### src/hw/atto_pkg.sv
package atto_pkg;
	localparam int CH_MAX = 2;
	localparam int DATA_W = 12;
	// register pointers, one entry per channel
	localparam logic [7:0] ADDR_AVG_HI  [CH_MAX] = '{8'h05, 8'h07};
	localparam logic [7:0] ADDR_AVG_LO  [CH_MAX] = '{8'h06, 8'h08};
	localparam logic [7:0] ADDR_SENS    [CH_MAX] = '{8'h09, 8'h0c};
	localparam logic [7:0] ADDR_TIMEOUT [CH_MAX] = '{8'h0a, 8'h0d};
	localparam logic [7:0] ADDR_SETUP   [CH_MAX] = '{8'h0b, 8'h0e};
	// reset values
	localparam logic [7:0] SETUP_RST   = 8'h0b;
	localparam logic [7:0] TIMEOUT_RST = 8'h86;
	localparam logic [7:0] SENS_RST    = 8'h08;
	// setup fields
	localparam int SETUP_RANGE_LSB  = 6;
	localparam int SETUP_HYST       = 4;
	localparam int SETUP_SETTLE_LSB = 0;
	// timeout fields: approach exponent high nibble, recede low nibble
	localparam int TO_APR_LSB = 4;
	localparam int TO_REC_LSB = 0;
	// range code to input range in half-pF units, and to offset-DAC step
	localparam logic [3:0] RANGE_HALF_PF [4] = '{4'h4, 4'h1, 4'h2, 4'h8};
	localparam logic [3:0] DAC_STEP      [4] = '{4'h4, 4'h1, 4'h2, 4'h8};
	// comparator modes
	localparam logic [1:0] CMP_NEG    = 2'h0;
	localparam logic [1:0] CMP_POS    = 2'h1;
	localparam logic [1:0] CMP_WINDOW = 2'h2;
	typedef enum logic [2:0] {
		ATTO_IDLE     = 3'b001,
		ATTO_APPROACH = 3'b010,
		ATTO_RECEDE   = 3'b100
	} atto_state_t;
endpackage : atto_pkg

### src/hw/atto_chan_if.sv
interface atto_chan_if;
	logic        conv_done;
	logic [11:0] conv_data;
	logic [11:0] avg;
	logic [7:0]  sens;
	logic [1:0]  cmp_mode;
	logic        adaptive;
	logic [7:0]  timeout;
	logic        expire;
	modport chan (
		input  conv_done, conv_data, avg, sens, cmp_mode, adaptive, timeout,
		output expire
	);
	modport top (
		output conv_done, conv_data, avg, sens, cmp_mode, adaptive, timeout,
		input  expire
	);
endinterface : atto_chan_if

### src/hw/atto_chan.sv
module atto_chan (
	input wire logic  clk,
	input wire logic  srst,
	atto_chan_if.chan cif
);
	atto_pkg::atto_state_t state_ff, nxt_state;
	logic [15:0] cnt_ff, nxt_cnt;
	logic        expire_ff, nxt_expire;
	logic        above, below, toward, away, enabled;
	logic [16:0] new_cnt, apr_target, rec_target;

	// band crossing relative to the running average
	always_comb begin
		above = {1'b0, cif.conv_data} > ({1'b0, cif.avg} + {5'h00, cif.sens});
		below = ({1'b0, cif.conv_data} + {5'h00, cif.sens}) < {1'b0, cif.avg};
		toward = (cif.cmp_mode == atto_pkg::CMP_WINDOW) ? (above | below) :
			(cif.cmp_mode == atto_pkg::CMP_POS) ? above : below;
		away = (cif.cmp_mode == atto_pkg::CMP_POS) ? below :
			(cif.cmp_mode == atto_pkg::CMP_NEG) ? above : 1'b0;
		enabled = cif.adaptive && (cif.timeout != 8'h00);
		apr_target = 17'h00001 << cif.timeout[atto_pkg::TO_APR_LSB +: 4];
		rec_target = 17'h00001 << cif.timeout[atto_pkg::TO_REC_LSB +: 4];
	end

	// one step per finished conversion; a new crossing restarts the count
	always_comb begin
		nxt_state = state_ff;
		nxt_cnt = cnt_ff;
		nxt_expire = 1'b0;
		new_cnt = 17'h00001;
		if (cif.conv_done) begin
			if (!enabled) begin
				nxt_state = atto_pkg::ATTO_IDLE;
				nxt_cnt = 16'h0000;
			end else if (toward) begin
				if (state_ff == atto_pkg::ATTO_APPROACH)
					new_cnt = {1'b0, cnt_ff} + 17'h00001;
				nxt_state = atto_pkg::ATTO_APPROACH;
				nxt_cnt = new_cnt[15:0];
				if (new_cnt == apr_target) begin
					nxt_expire = 1'b1;
					nxt_state = atto_pkg::ATTO_IDLE;
					nxt_cnt = 16'h0000;
				end
			end else if (away) begin
				if (state_ff == atto_pkg::ATTO_RECEDE)
					new_cnt = {1'b0, cnt_ff} + 17'h00001;
				nxt_state = atto_pkg::ATTO_RECEDE;
				nxt_cnt = new_cnt[15:0];
				if (new_cnt == rec_target) begin
					nxt_expire = 1'b1;
					nxt_state = atto_pkg::ATTO_IDLE;
					nxt_cnt = 16'h0000;
				end
			end else begin
				// back inside the band: nothing to time
				nxt_state = atto_pkg::ATTO_IDLE;
				nxt_cnt = 16'h0000;
			end
		end
	end

	always_ff @(posedge clk) begin
		if (srst) begin
			state_ff <= atto_pkg::ATTO_IDLE;
			cnt_ff <= 16'h0000;
			expire_ff <= 1'b0;
		end else begin
			state_ff <= nxt_state;
			cnt_ff <= nxt_cnt;
			expire_ff <= nxt_expire;
		end
	end

	assign cif.expire = expire_ff;
endmodule : atto_chan

### src/hw/atto_top.sv
// Overview of operation
// - In adaptive mode the approach count starts when data leaves the band toward the threshold.
// - The approach timeout expires after two to the approach exponent conversions.
// - The recede count starts when data leaves the band away from the threshold.
// - Window comparator mode never runs the recede timeout.
// - The recede timeout expires after two to the recede exponent conversions.
// - On expiry the average takes the newest conversion result at once.
// - A timeout register of zero disables both timeouts.
// - Timeouts act only in adaptive threshold mode.
// - Range code 00/01/10/11 selects 2, 0.5, 1 and 4 pF.
// - The same code selects offset-DAC steps of 4, 1, 2 and 8.
// - Each setup register is read/write and resets to 0x0b.
// - Expiry overwrites the average and drops its history.
// - Thresholds sit one sensitivity above and below the average.
module atto_top #(
	parameter int CHANNELS = 2
) (
	input  wire logic                       clk,
	input  wire logic                       srst,
	input  wire logic [CHANNELS-1:0]        conv_done,
	input  wire logic [CHANNELS-1:0][11:0]  conv_data,
	input  wire logic [CHANNELS-1:0][11:0]  avg_filter_in,
	input  wire logic                       adaptive_mode,
	input  wire logic [1:0]                 cmp_mode,
	input  wire logic [7:0]                 reg_addr,
	input  wire logic                       reg_wr_en,
	input  wire logic [7:0]                 reg_wr_data,
	input  wire logic                       reg_rd_en,
	output logic      [7:0]                 reg_rd_data_ff,
	output logic      [CHANNELS-1:0][11:0]  avg_ff,
	output logic      [CHANNELS-1:0][12:0]  thr_pos_ff,
	output logic      [CHANNELS-1:0][11:0]  thr_neg_ff,
	output logic      [CHANNELS-1:0][3:0]   input_range_ff,
	output logic      [CHANNELS-1:0][3:0]   dac_step_ff,
	output logic      [CHANNELS-1:0][3:0]   settling_code_ff,
	output logic      [CHANNELS-1:0]        hyst_ff,
	output logic      [CHANNELS-1:0]        timeout_event_ff
);
	// refuse channel counts that the register map cannot serve
	if (CHANNELS < 1 || CHANNELS > atto_pkg::CH_MAX) begin : g_bad_channels
		$error("CHANNELS must be 1 or 2");
	end

	// shadow registers, conversion capture and next values of the outputs
	logic [7:0]  setup_ff    [CHANNELS];
	logic [7:0]  nxt_setup   [CHANNELS];
	logic [7:0]  timeout_ff  [CHANNELS];
	logic [7:0]  nxt_timeout [CHANNELS];
	logic [7:0]  sens_ff     [CHANNELS];
	logic [7:0]  nxt_sens    [CHANNELS];
	logic [11:0] data_ff     [CHANNELS];
	logic [11:0] nxt_data    [CHANNELS];
	logic [11:0] filt_ff     [CHANNELS];
	logic [11:0] nxt_filt    [CHANNELS];
	logic [CHANNELS-1:0]       pend_ff;
	logic [CHANNELS-1:0]       nxt_pend;
	logic [CHANNELS-1:0]       chan_expire;
	logic [CHANNELS-1:0][11:0] nxt_avg;
	logic [CHANNELS-1:0][12:0] nxt_thr_pos;
	logic [CHANNELS-1:0][11:0] nxt_thr_neg;
	logic [CHANNELS-1:0][3:0]  nxt_range;
	logic [CHANNELS-1:0][3:0]  nxt_step;
	logic [CHANNELS-1:0][3:0]  nxt_settle;
	logic [CHANNELS-1:0]       nxt_hyst;
	logic [7:0]                nxt_rd_data;
	logic [1:0]                rng;

	// per-channel timeout engines
	for (genvar g = 0; g < CHANNELS; g++) begin : g_chan
		atto_chan_if cif ();
		assign cif.conv_done = conv_done[g];
		assign cif.conv_data = conv_data[g];
		assign cif.avg = avg_ff[g];
		assign cif.sens = sens_ff[g];
		assign cif.cmp_mode = cmp_mode;
		assign cif.adaptive = adaptive_mode;
		assign cif.timeout = timeout_ff[g];
		assign chan_expire[g] = cif.expire;
		atto_chan u_chan (
			.clk  (clk),
			.srst (srst),
			.cif  (cif.chan)
		);
	end

	// register writes and the average update; the average lands one cycle after
	// the conversion so the engine's expiry decision can steer it
	always_comb begin
		rng = 2'h0;
		for (int c = 0; c < CHANNELS; c++) begin
			nxt_setup[c] = setup_ff[c];
			nxt_timeout[c] = timeout_ff[c];
			nxt_sens[c] = sens_ff[c];
			if (reg_wr_en) begin
				if (reg_addr == atto_pkg::ADDR_SETUP[c])
					nxt_setup[c] = reg_wr_data;
				else if (reg_addr == atto_pkg::ADDR_TIMEOUT[c])
					nxt_timeout[c] = reg_wr_data;
				else if (reg_addr == atto_pkg::ADDR_SENS[c])
					nxt_sens[c] = reg_wr_data;
			end
			nxt_pend[c] = conv_done[c];
			nxt_data[c] = conv_done[c] ? conv_data[c] : data_ff[c];
			nxt_filt[c] = conv_done[c] ? avg_filter_in[c] : filt_ff[c];
			nxt_avg[c] = avg_ff[c];
			if (pend_ff[c])
				nxt_avg[c] = chan_expire[c] ? data_ff[c] : filt_ff[c];
			// thresholds follow the average; the lower one clamps at zero
			nxt_thr_pos[c] = {1'b0, avg_ff[c]} + {5'h00, sens_ff[c]};
			nxt_thr_neg[c] = (avg_ff[c] > {4'h0, sens_ff[c]}) ?
				avg_ff[c] - {4'h0, sens_ff[c]} : 12'h000;
			// bit 5 is stored as written but steers nothing
			rng = setup_ff[c][atto_pkg::SETUP_RANGE_LSB +: 2];
			nxt_range[c] = atto_pkg::RANGE_HALF_PF[rng];
			nxt_step[c] = atto_pkg::DAC_STEP[rng];
			nxt_settle[c] = setup_ff[c][atto_pkg::SETUP_SETTLE_LSB +: 4];
			nxt_hyst[c] = setup_ff[c][atto_pkg::SETUP_HYST];
		end
	end

	// read port: data stands the cycle after the request, zero when unmapped
	always_comb begin
		nxt_rd_data = 8'h00;
		if (reg_rd_en) begin
			for (int c = 0; c < CHANNELS; c++) begin
				if (reg_addr == atto_pkg::ADDR_SETUP[c])
					nxt_rd_data = setup_ff[c];
				else if (reg_addr == atto_pkg::ADDR_TIMEOUT[c])
					nxt_rd_data = timeout_ff[c];
				else if (reg_addr == atto_pkg::ADDR_SENS[c])
					nxt_rd_data = sens_ff[c];
				else if (reg_addr == atto_pkg::ADDR_AVG_HI[c])
					nxt_rd_data = avg_ff[c][11:4];
				else if (reg_addr == atto_pkg::ADDR_AVG_LO[c])
					nxt_rd_data = {avg_ff[c][3:0], 4'h0};
			end
		end
	end

	always_ff @(posedge clk) begin
		if (srst) begin
			for (int c = 0; c < CHANNELS; c++) begin
				setup_ff[c] <= atto_pkg::SETUP_RST;
				timeout_ff[c] <= atto_pkg::TIMEOUT_RST;
				sens_ff[c] <= atto_pkg::SENS_RST;
				data_ff[c] <= 12'h000;
				filt_ff[c] <= 12'h000;
			end
			pend_ff <= '0;
			avg_ff <= '0;
			thr_pos_ff <= '0;
			thr_neg_ff <= '0;
			input_range_ff <= '0;
			dac_step_ff <= '0;
			settling_code_ff <= '0;
			hyst_ff <= '0;
			timeout_event_ff <= '0;
			reg_rd_data_ff <= 8'h00;
		end else begin
			setup_ff <= nxt_setup;
			timeout_ff <= nxt_timeout;
			sens_ff <= nxt_sens;
			data_ff <= nxt_data;
			filt_ff <= nxt_filt;
			pend_ff <= nxt_pend;
			avg_ff <= nxt_avg;
			thr_pos_ff <= nxt_thr_pos;
			thr_neg_ff <= nxt_thr_neg;
			input_range_ff <= nxt_range;
			dac_step_ff <= nxt_step;
			settling_code_ff <= nxt_settle;
			hyst_ff <= nxt_hyst;
			timeout_event_ff <= chan_expire;
			reg_rd_data_ff <= nxt_rd_data;
		end
	end
endmodule : atto_top

### config.mk
export PLATFORM = sky130hd
export DESIGN_NAME = atto_top
export DESIGN_NICKNAME = d
export VERILOG_FILES = /design/src/hw/atto_pkg.sv /design/src/hw/atto_chan_if.sv /design/src/hw/atto_chan.sv /design/src/hw/atto_top.sv
export SDC_FILE = /design/constraint.sdc
export NUM_CORES = 1
export LEC_CHECK = 0
export CAP_MARGIN = 20
export CORE_UTILIZATION = 55
export CTS_BUF_LIST = sky130_fd_sc_hd__clkbuf_8
export CTS_CLUSTER_DIAMETER = 100
export DETAILED_ROUTE_END_ITERATION = 8
export DONT_BUFFER_PORTS = 1
export PLACE_DENSITY = 0.7
export REMOVE_ABC_BUFFERS = 1
export SETUP_SLACK_MARGIN = 0.1
export SYNTH_ARGS = -nofsm -noshare
export SYNTH_HDL_FRONTEND = slang
export SYNTH_HIERARCHICAL = 1
export SYNTH_SLANG_ARGS = --single-unit
### constraint.sdc
create_clock -name clk -period 5.86 [get_ports clk]
set_input_delay 0.293 -clock clk [delete_from_list [all_inputs] [get_ports clk]]
set_output_delay 0.293 -clock clk [all_outputs]
set_load 0.005 [all_outputs]
# Word-level counts from Yosys, hierarchy flattened
# Cells that the tools add are included.
# Widths: inputs -> output; s select.
dict set report word_totals {
  regBits 240
  wordCells 173
  output_inout_bits 110
}
dict set report classes {
  shift 4
  n_eq_ne 20
  magnitude_cmp 8
  n_reduce_logical 16
  add_sub_neg 8
  bitwise_logic 15
  mux 72
}
# operator count
set ops {}
lappend ops {{$mux 17} 18}
lappend ops {{$mux 16} 10}
lappend ops {{$mux 8} 10}
lappend ops {{$eq 17x17->1} 4}
lappend ops {{$shl 1x4->17 const A} 4}
lappend ops {{$eq 8x4->1 const B} 7}
lappend ops {{$add 12x8->13} 4}
lappend ops {{$add 16x1->17 const B} 2}
lappend ops {{$gt 12x13->1} 2}
lappend ops {{$lt 13x12->1} 2}
lappend ops {{$eq 8x3->1 const B} 3}
lappend ops {{$gt 12x8->1} 2}
lappend ops {{$mux 12} 2}
lappend ops {{$mux 3} 8}
lappend ops {{$sub 12x8->12} 2}
lappend ops {{$bmux 4 s2} 2}
lappend ops {{$mux 1} 16}
lappend ops {{$mux 4} 4}
lappend ops {{$reduce_bool 8->1} 2}
lappend ops {{$not 1->1} 11}
lappend ops {{$reduce_and 4->1} 2}
lappend ops {{$eq 3x2->1 const B} 2}
lappend ops {{$eq 3x3->1 const B} 2}
lappend ops {{$ge 3x3->1 const B} 2}
lappend ops {{11 further kinds} 20}

# Longest topological paths before layout
dict set report logic_depth {
  word_depth 13
  ltp_mapped 22
  ltp_nobuf 21
}

# Modules after synthesis
# Netlist, hierarchy kept.
# mod instances seq_area_each_um2 cells_per_inst area_per_inst_um2
set by_module_without_submodules {}
lappend by_module_without_submodules {atto_top 1 4003.8 1016 9253.9}
lappend by_module_without_submodules {{atto_chan (g_chan[1].u_chan)} 1 400.4 494 3707.3}
lappend by_module_without_submodules {{atto_chan (g_chan[0].u_chan)} 1 400.4 495 3626.0}

# Worst setup path after synthesis
# OpenSTA, ideal clock, no wires.
dict set report synth_timing {
  path_type {register -> register}
  startpoint {reg sens_ff, in the netlist g_chan[0].cif.sens[1]}
  endpoint {reg g_chan[0].u_chan.cnt_ff[11]}
  setup_ps 59
  synth_period_minus_slack_ps 4493
  t_required_ps 5801
  slack_ps 1367
  arrival_time_ps 4434
  n_path_buf 1
  path_stages_with_launch 23
  cell_sequence {dfxtp_1 > ha_1 > a21o_1 > a21oi_1 > o21bai_1 > a21oi_1 > o21bai_1 > a21oi_1 > nor2b_1 > nor2_1 > nor2_1 > xnor2_1 > ha_1 > a21o_1 > a21o_1 > a2111oi_0 > o31ai_1 > o2bb2ai_1 > o311ai_1 > o22a_2 > buf_4 > o32ai_1 > a22o_1}
}
dict set report synth_between {
  elab_chain_cells 7
}
# item line_no
set synth_lines {}
lappend synth_lines {{from (decl)} atto_top.sv:49} ;# logic [7:0] sens_ff [CHANNELS];
lappend synth_lines {{from (signal, indexed assignment)} atto_top.sv:145} ;# sens_ff[c] <= atto_pkg::SENS_RST;
lappend synth_lines {{from (signal assigned)} atto_top.sv:162} ;# sens_ff <= nxt_sens;
lappend synth_lines {{$add 12x8->13} atto_chan.sv:14} ;# above = {1'b0, cif.conv_data} > ({1'b0, cif.avg} + {5'h00, cif.sens});
lappend synth_lines {{$gt 12x13->1} atto_chan.sv:14}
lappend synth_lines {{$mux 1} atto_chan.sv:19} ;# (cif.cmp_mode == atto_pkg::CMP_NEG) ? above : 1'b0;
lappend synth_lines {{$mux 1} atto_chan.sv:18} ;# away = (cif.cmp_mode == atto_pkg::CMP_POS) ? below :
lappend synth_lines {{$mux 16} atto_chan.sv:45} ;# end else if (away) begin
lappend synth_lines {{$mux 16 (*)} atto_chan.sv:35} ;# end else if (toward) begin
lappend synth_lines {{$mux 16 (*)} atto_chan.sv:32} ;# if (!enabled) begin
lappend synth_lines {{to (signal assigned)} atto_chan.sv:70} ;# cnt_ff <= nxt_cnt;
lappend synth_lines {{to (decl)} atto_chan.sv:7} ;# logic [15:0] cnt_ff, nxt_cnt;
# Every way passes the cells marked *; elsewhere a longest branch is shown, timed or not.
# A chain may end at the register's enable or synchronous reset.

# Worst setup path in the final report
dict set report layout_timing {
  startpoint {reg avg_ff, in the netlist g_chan[1].cif.avg[1]}
  endpoint {reg g_chan[1].u_chan.cnt_ff[10]}
}
dict set report layout_between {
  elab_chain_cells 7
}
# item line_no
set layout_lines {}
lappend layout_lines {{from (decl)} atto_top.sv:30} ;# output logic [CHANNELS-1:0][11:0] avg_ff,
lappend layout_lines {{from (signal assigned)} atto_top.sv:166} ;# avg_ff <= nxt_avg;
lappend layout_lines {{$add 12x8->13} atto_chan.sv:14}
lappend layout_lines {{$gt 12x13->1} atto_chan.sv:14}
lappend layout_lines {{$mux 1} atto_chan.sv:19}
lappend layout_lines {{$mux 1} atto_chan.sv:18}
lappend layout_lines {{$mux 16} atto_chan.sv:45}
lappend layout_lines {{$mux 16 (*)} atto_chan.sv:35}
lappend layout_lines {{$mux 16 (*)} atto_chan.sv:32}
lappend layout_lines {{to (signal assigned)} atto_chan.sv:70}
lappend layout_lines {{to (decl)} atto_chan.sv:7}
# Marks and branches as above.

==> flow_summary.ini <==
[run_status]
status = finished clean

[synth]
synthMuxAreaShare_pct = 7.69
ys_ff_latch = 240
synth-async-reset-ratio_pct = 0
synth_area_leaders = dfxtp_1 (29%), ha_1 (8.4%), mux2i_1 (7.5%)
synth_commonest_cells = nor2_1 (241), dfxtp_1 (240), mux2i_1 (124)
synth_compound_area_share_pct = 20.5
synth_top_family_by_area = simple AND/OR/NAND/NOR gates
syn_inst = 2005
synth_cell_types = 102
synth_xor_xnor_area_share_pct = 4.17
synth_enable_flop_cells = 0
synth_area_mm2 = 0.0166
yosysWarnings = 6
synth_simple_gate_area_share_pct = 23.7
synth_flop_cell = dfxtp_1
yosysMostFrequentCell = nor2_1
synth_top_area_share_pct = 29.0
synth_fa_ha_area_share_pct = 9.41
yosysSeqAreaShare_pct = 29.0
synth_top_cell_by_area = dfxtp_1
avgSynthCellArea_um2 = 8.27

[clock_tree]
postCtsSetupRepairBufs = 0
insertion_delay_ns = 0.58
hold_buffers = 111
cts_buffers = 41
cts_sinks = 240
cts-htree-levels = 2
cts_resized = 0
cts-root-buf = clkbuf_8
cts.clk_slew.worst_paths_ns = 0.08
cts_tree = done
clockBufferDepth = 3

[floorplan]
die-area_mm2 = 0.0309
start_util_pct = 56.0
rows = 63
die_x_um = 176
coreArea_mm2 = 0.0296
pin_count = 183
fp.dieH_um = 176

[critical_path]
cpLargestDelayFamily = compound AO/OA/AOI/OAI gates
worstSetupStartpointType = flip-flop
end_kind = flip-flop
arrival_ns = 5.79
cp_slowest_cell = dfxtp_1
critPathMaxStageDelay_ns = 0.68
cp_num_buf_inv = 1
critPathRequiredTime_ns = 6.35
worst-path-max-fanout = 12
path_cells = ha_1 > a21o_1 > a21oi_1 > o21bai_1 > a21oi_1 > o21bai_1 > a21oi_1 > nor2b_1 > nor2_1 > nor2_1 > xnor2_1 > ha_1 > a21o_1 > a21o_1 > a2111oi_0 > buf_4 > o31ai_1 > o2bb2ai_1 > o311ai_2 > o22a_4 > nor2_4 > a221o_1
crit_type = reg -> reg

[flow_run]
maxCapViolations = 0

[finish]
diodes = 0
fill_cells = 2553
syn_to_final_growth_pct = 12.8
fin_nets = 2244
multi_input_comb_area_mm2 = 0.0109
final_util_pct = 63.1
fin_area_mm2 = 0.0187
seq_area_mm2 = 0.00480
drive_above_1_share_pct = 6.87

[placement]
dpl_cell_area_mm2 = 0.0166
routabilityCongestion = 0.927
dp_hpwl_um = 35300
portBuffers = 0

[routing]
num_vias = 15900
viasPerCell = 6.42
wirelength_um = 52200
ant_nets = 0
drt-pass1-iter-count = 6
drc = 0
wl_per_cell_um = 21.1
drt_iter0_markers = 1785

[global_route]
grt_pass1_vias = 14800
grt_pass1_wl_um = 81300
gr-usage-all-layers_pct = 33.1
grt_max_degree = 174
antenna_found_initial = 2
grt_overflow = 0

[timing]
setup_viol = 0
rsz0062_at_grt = false
final_hold_viol_count = 0
worst_pin_slew_ns = 0.933
maxSlewViolCount = 0
fmax_ghz = 0.189
relSlewSlack_pct = 37.7
fin_crit_sh_pct = 90.4
fin_crit_ns = 5.30
final.setup_skew_ns = 0.0410
tns_ns = 0

[power_and_ir_drop]
power.density_mw_per_mm2 = 216
p_leak_nw = 7.17
ir_drop_v = 0.000126

[min_path]
min_path_type = in -> reg
==> routing by layer <==
layer	vias up	share of wire [%]	wire length, um	GRT usage, %
met1	7455	42	22000	44.2
met3	179	8.2	4290	5.15
met2	814	45	23500	52.1
met5	-	0.025	13	0
li1	7412	-	-	-
met4	2	4.6	2390	15.3
==> logic make-up after synthesis <==
| group | Yosys count |
|---|---|
| buffers and inverters | 215 |
| and+or+nand+nor | 748 |
| DFF | 240 |
| xor gates and xnor gates | 79 |
| adders and majority gates | 120 |
| AOI/OAI and AO/OA | 477 |
| muxes | 126 |
==> final timing paths <==
path	startpoint	end	slack, ns	cells past startpoint
min	reg_rd_en	reg_rd_data_ff[3]	0.03	3
max reg2reg	g_chan[1].cif.avg[1]	g_chan[1].u_chan/cnt_ff[10]	0.56	22
max	g_chan[1].cif.avg[1]	g_chan[1].u_chan/cnt_ff[10]	0.56	22
min reg2reg	setup_ff[5]	reg_rd_data_ff[5]	0.47	2
==> worst reg2reg max path: stages, from the launching register on <==
cell and delay, ns:
dfxtp_1 0.68, ha_1 0.33, a21o_1 0.15, a21oi_1 0.22
o21bai_1 0.10, a21oi_1 0.26, o21bai_1 0.11, a21oi_1 0.23
nor2b_1 0.07, nor2_1 0.16, nor2_1 0.08, xnor2_1 0.13
ha_1 0.21, a21o_1 0.17, a21o_1 0.19, a2111oi_0 0.57
buf_4 0.24, o31ai_1 0.08, o2bb2ai_1 0.27, o311ai_2 0.18
o22a_4 0.33, nor2_4 0.23, a221o_1 0.20
==> state kept, by name (all words and copies together) (netlist names), 16 cells and up <==
name / cells
g_chan.u_chan/cnt_ff: 32
thr_pos_ff: 26
data_ff: 24
filt_ff: 24
g_chan.cif.avg: 24
thr_neg_ff: 24
g_chan.cif.sens: 16
g_chan.cif.timeout: 16
==> metrics by stage <==
step | hold slack, ns | std cells | worst slack (ns) | power, mW
after global routing | 0.0198 | 2472 | 0.293 | 4.20
after detailed placement | 0.382 | 2285 | 0.531 | 2.23
after global placement | 0.379 | 2284 | 0.827 | 2.21
after floorplan | 0.360 | 1879 | 1.35 | 2.10
after CTS | 0.00281 | 2470 | 0.495 | 4.03
final | 0.0297 | 2472 | 0.564 | 4.03
==> layout make-up <==
type                            count  area share [%]
Tap cell                          390            2.61
Clock buffer                       53            3.90
Clock inverter                     21            1.10
Multi-Input combinational cell   1550            58.1
Inverter                           89            1.79
Timing Repair Buffer              129            6.78
Sequential cell                   240            25.7
==> where the power goes <==
group	internal [mW]	leakage, nW	switching (mW)
clock network	0.992	0.501	0.721
logic	0.256	4.71	0.296
registers	1.70	1.96	0.0710
total	2.95	7.17	1.09
==> cell usage in the layout (no fill, tap or decap), drive strengths merged, types with 53 or more instances in the layout <==
master	Yosys	routed
dfxtp	240	240
nand2	95	95
ha	112	112
a21oi	86	86
inv	89	95
dlygate4sd3	0	110
xnor2	59	59
clkbuf	69	53
o21ai	86	86
nand3	60	60
nor3	60	60
mux2i	124	124
nor2	245	245
a211oi	62	62
(Power assumes the default switching activity.)
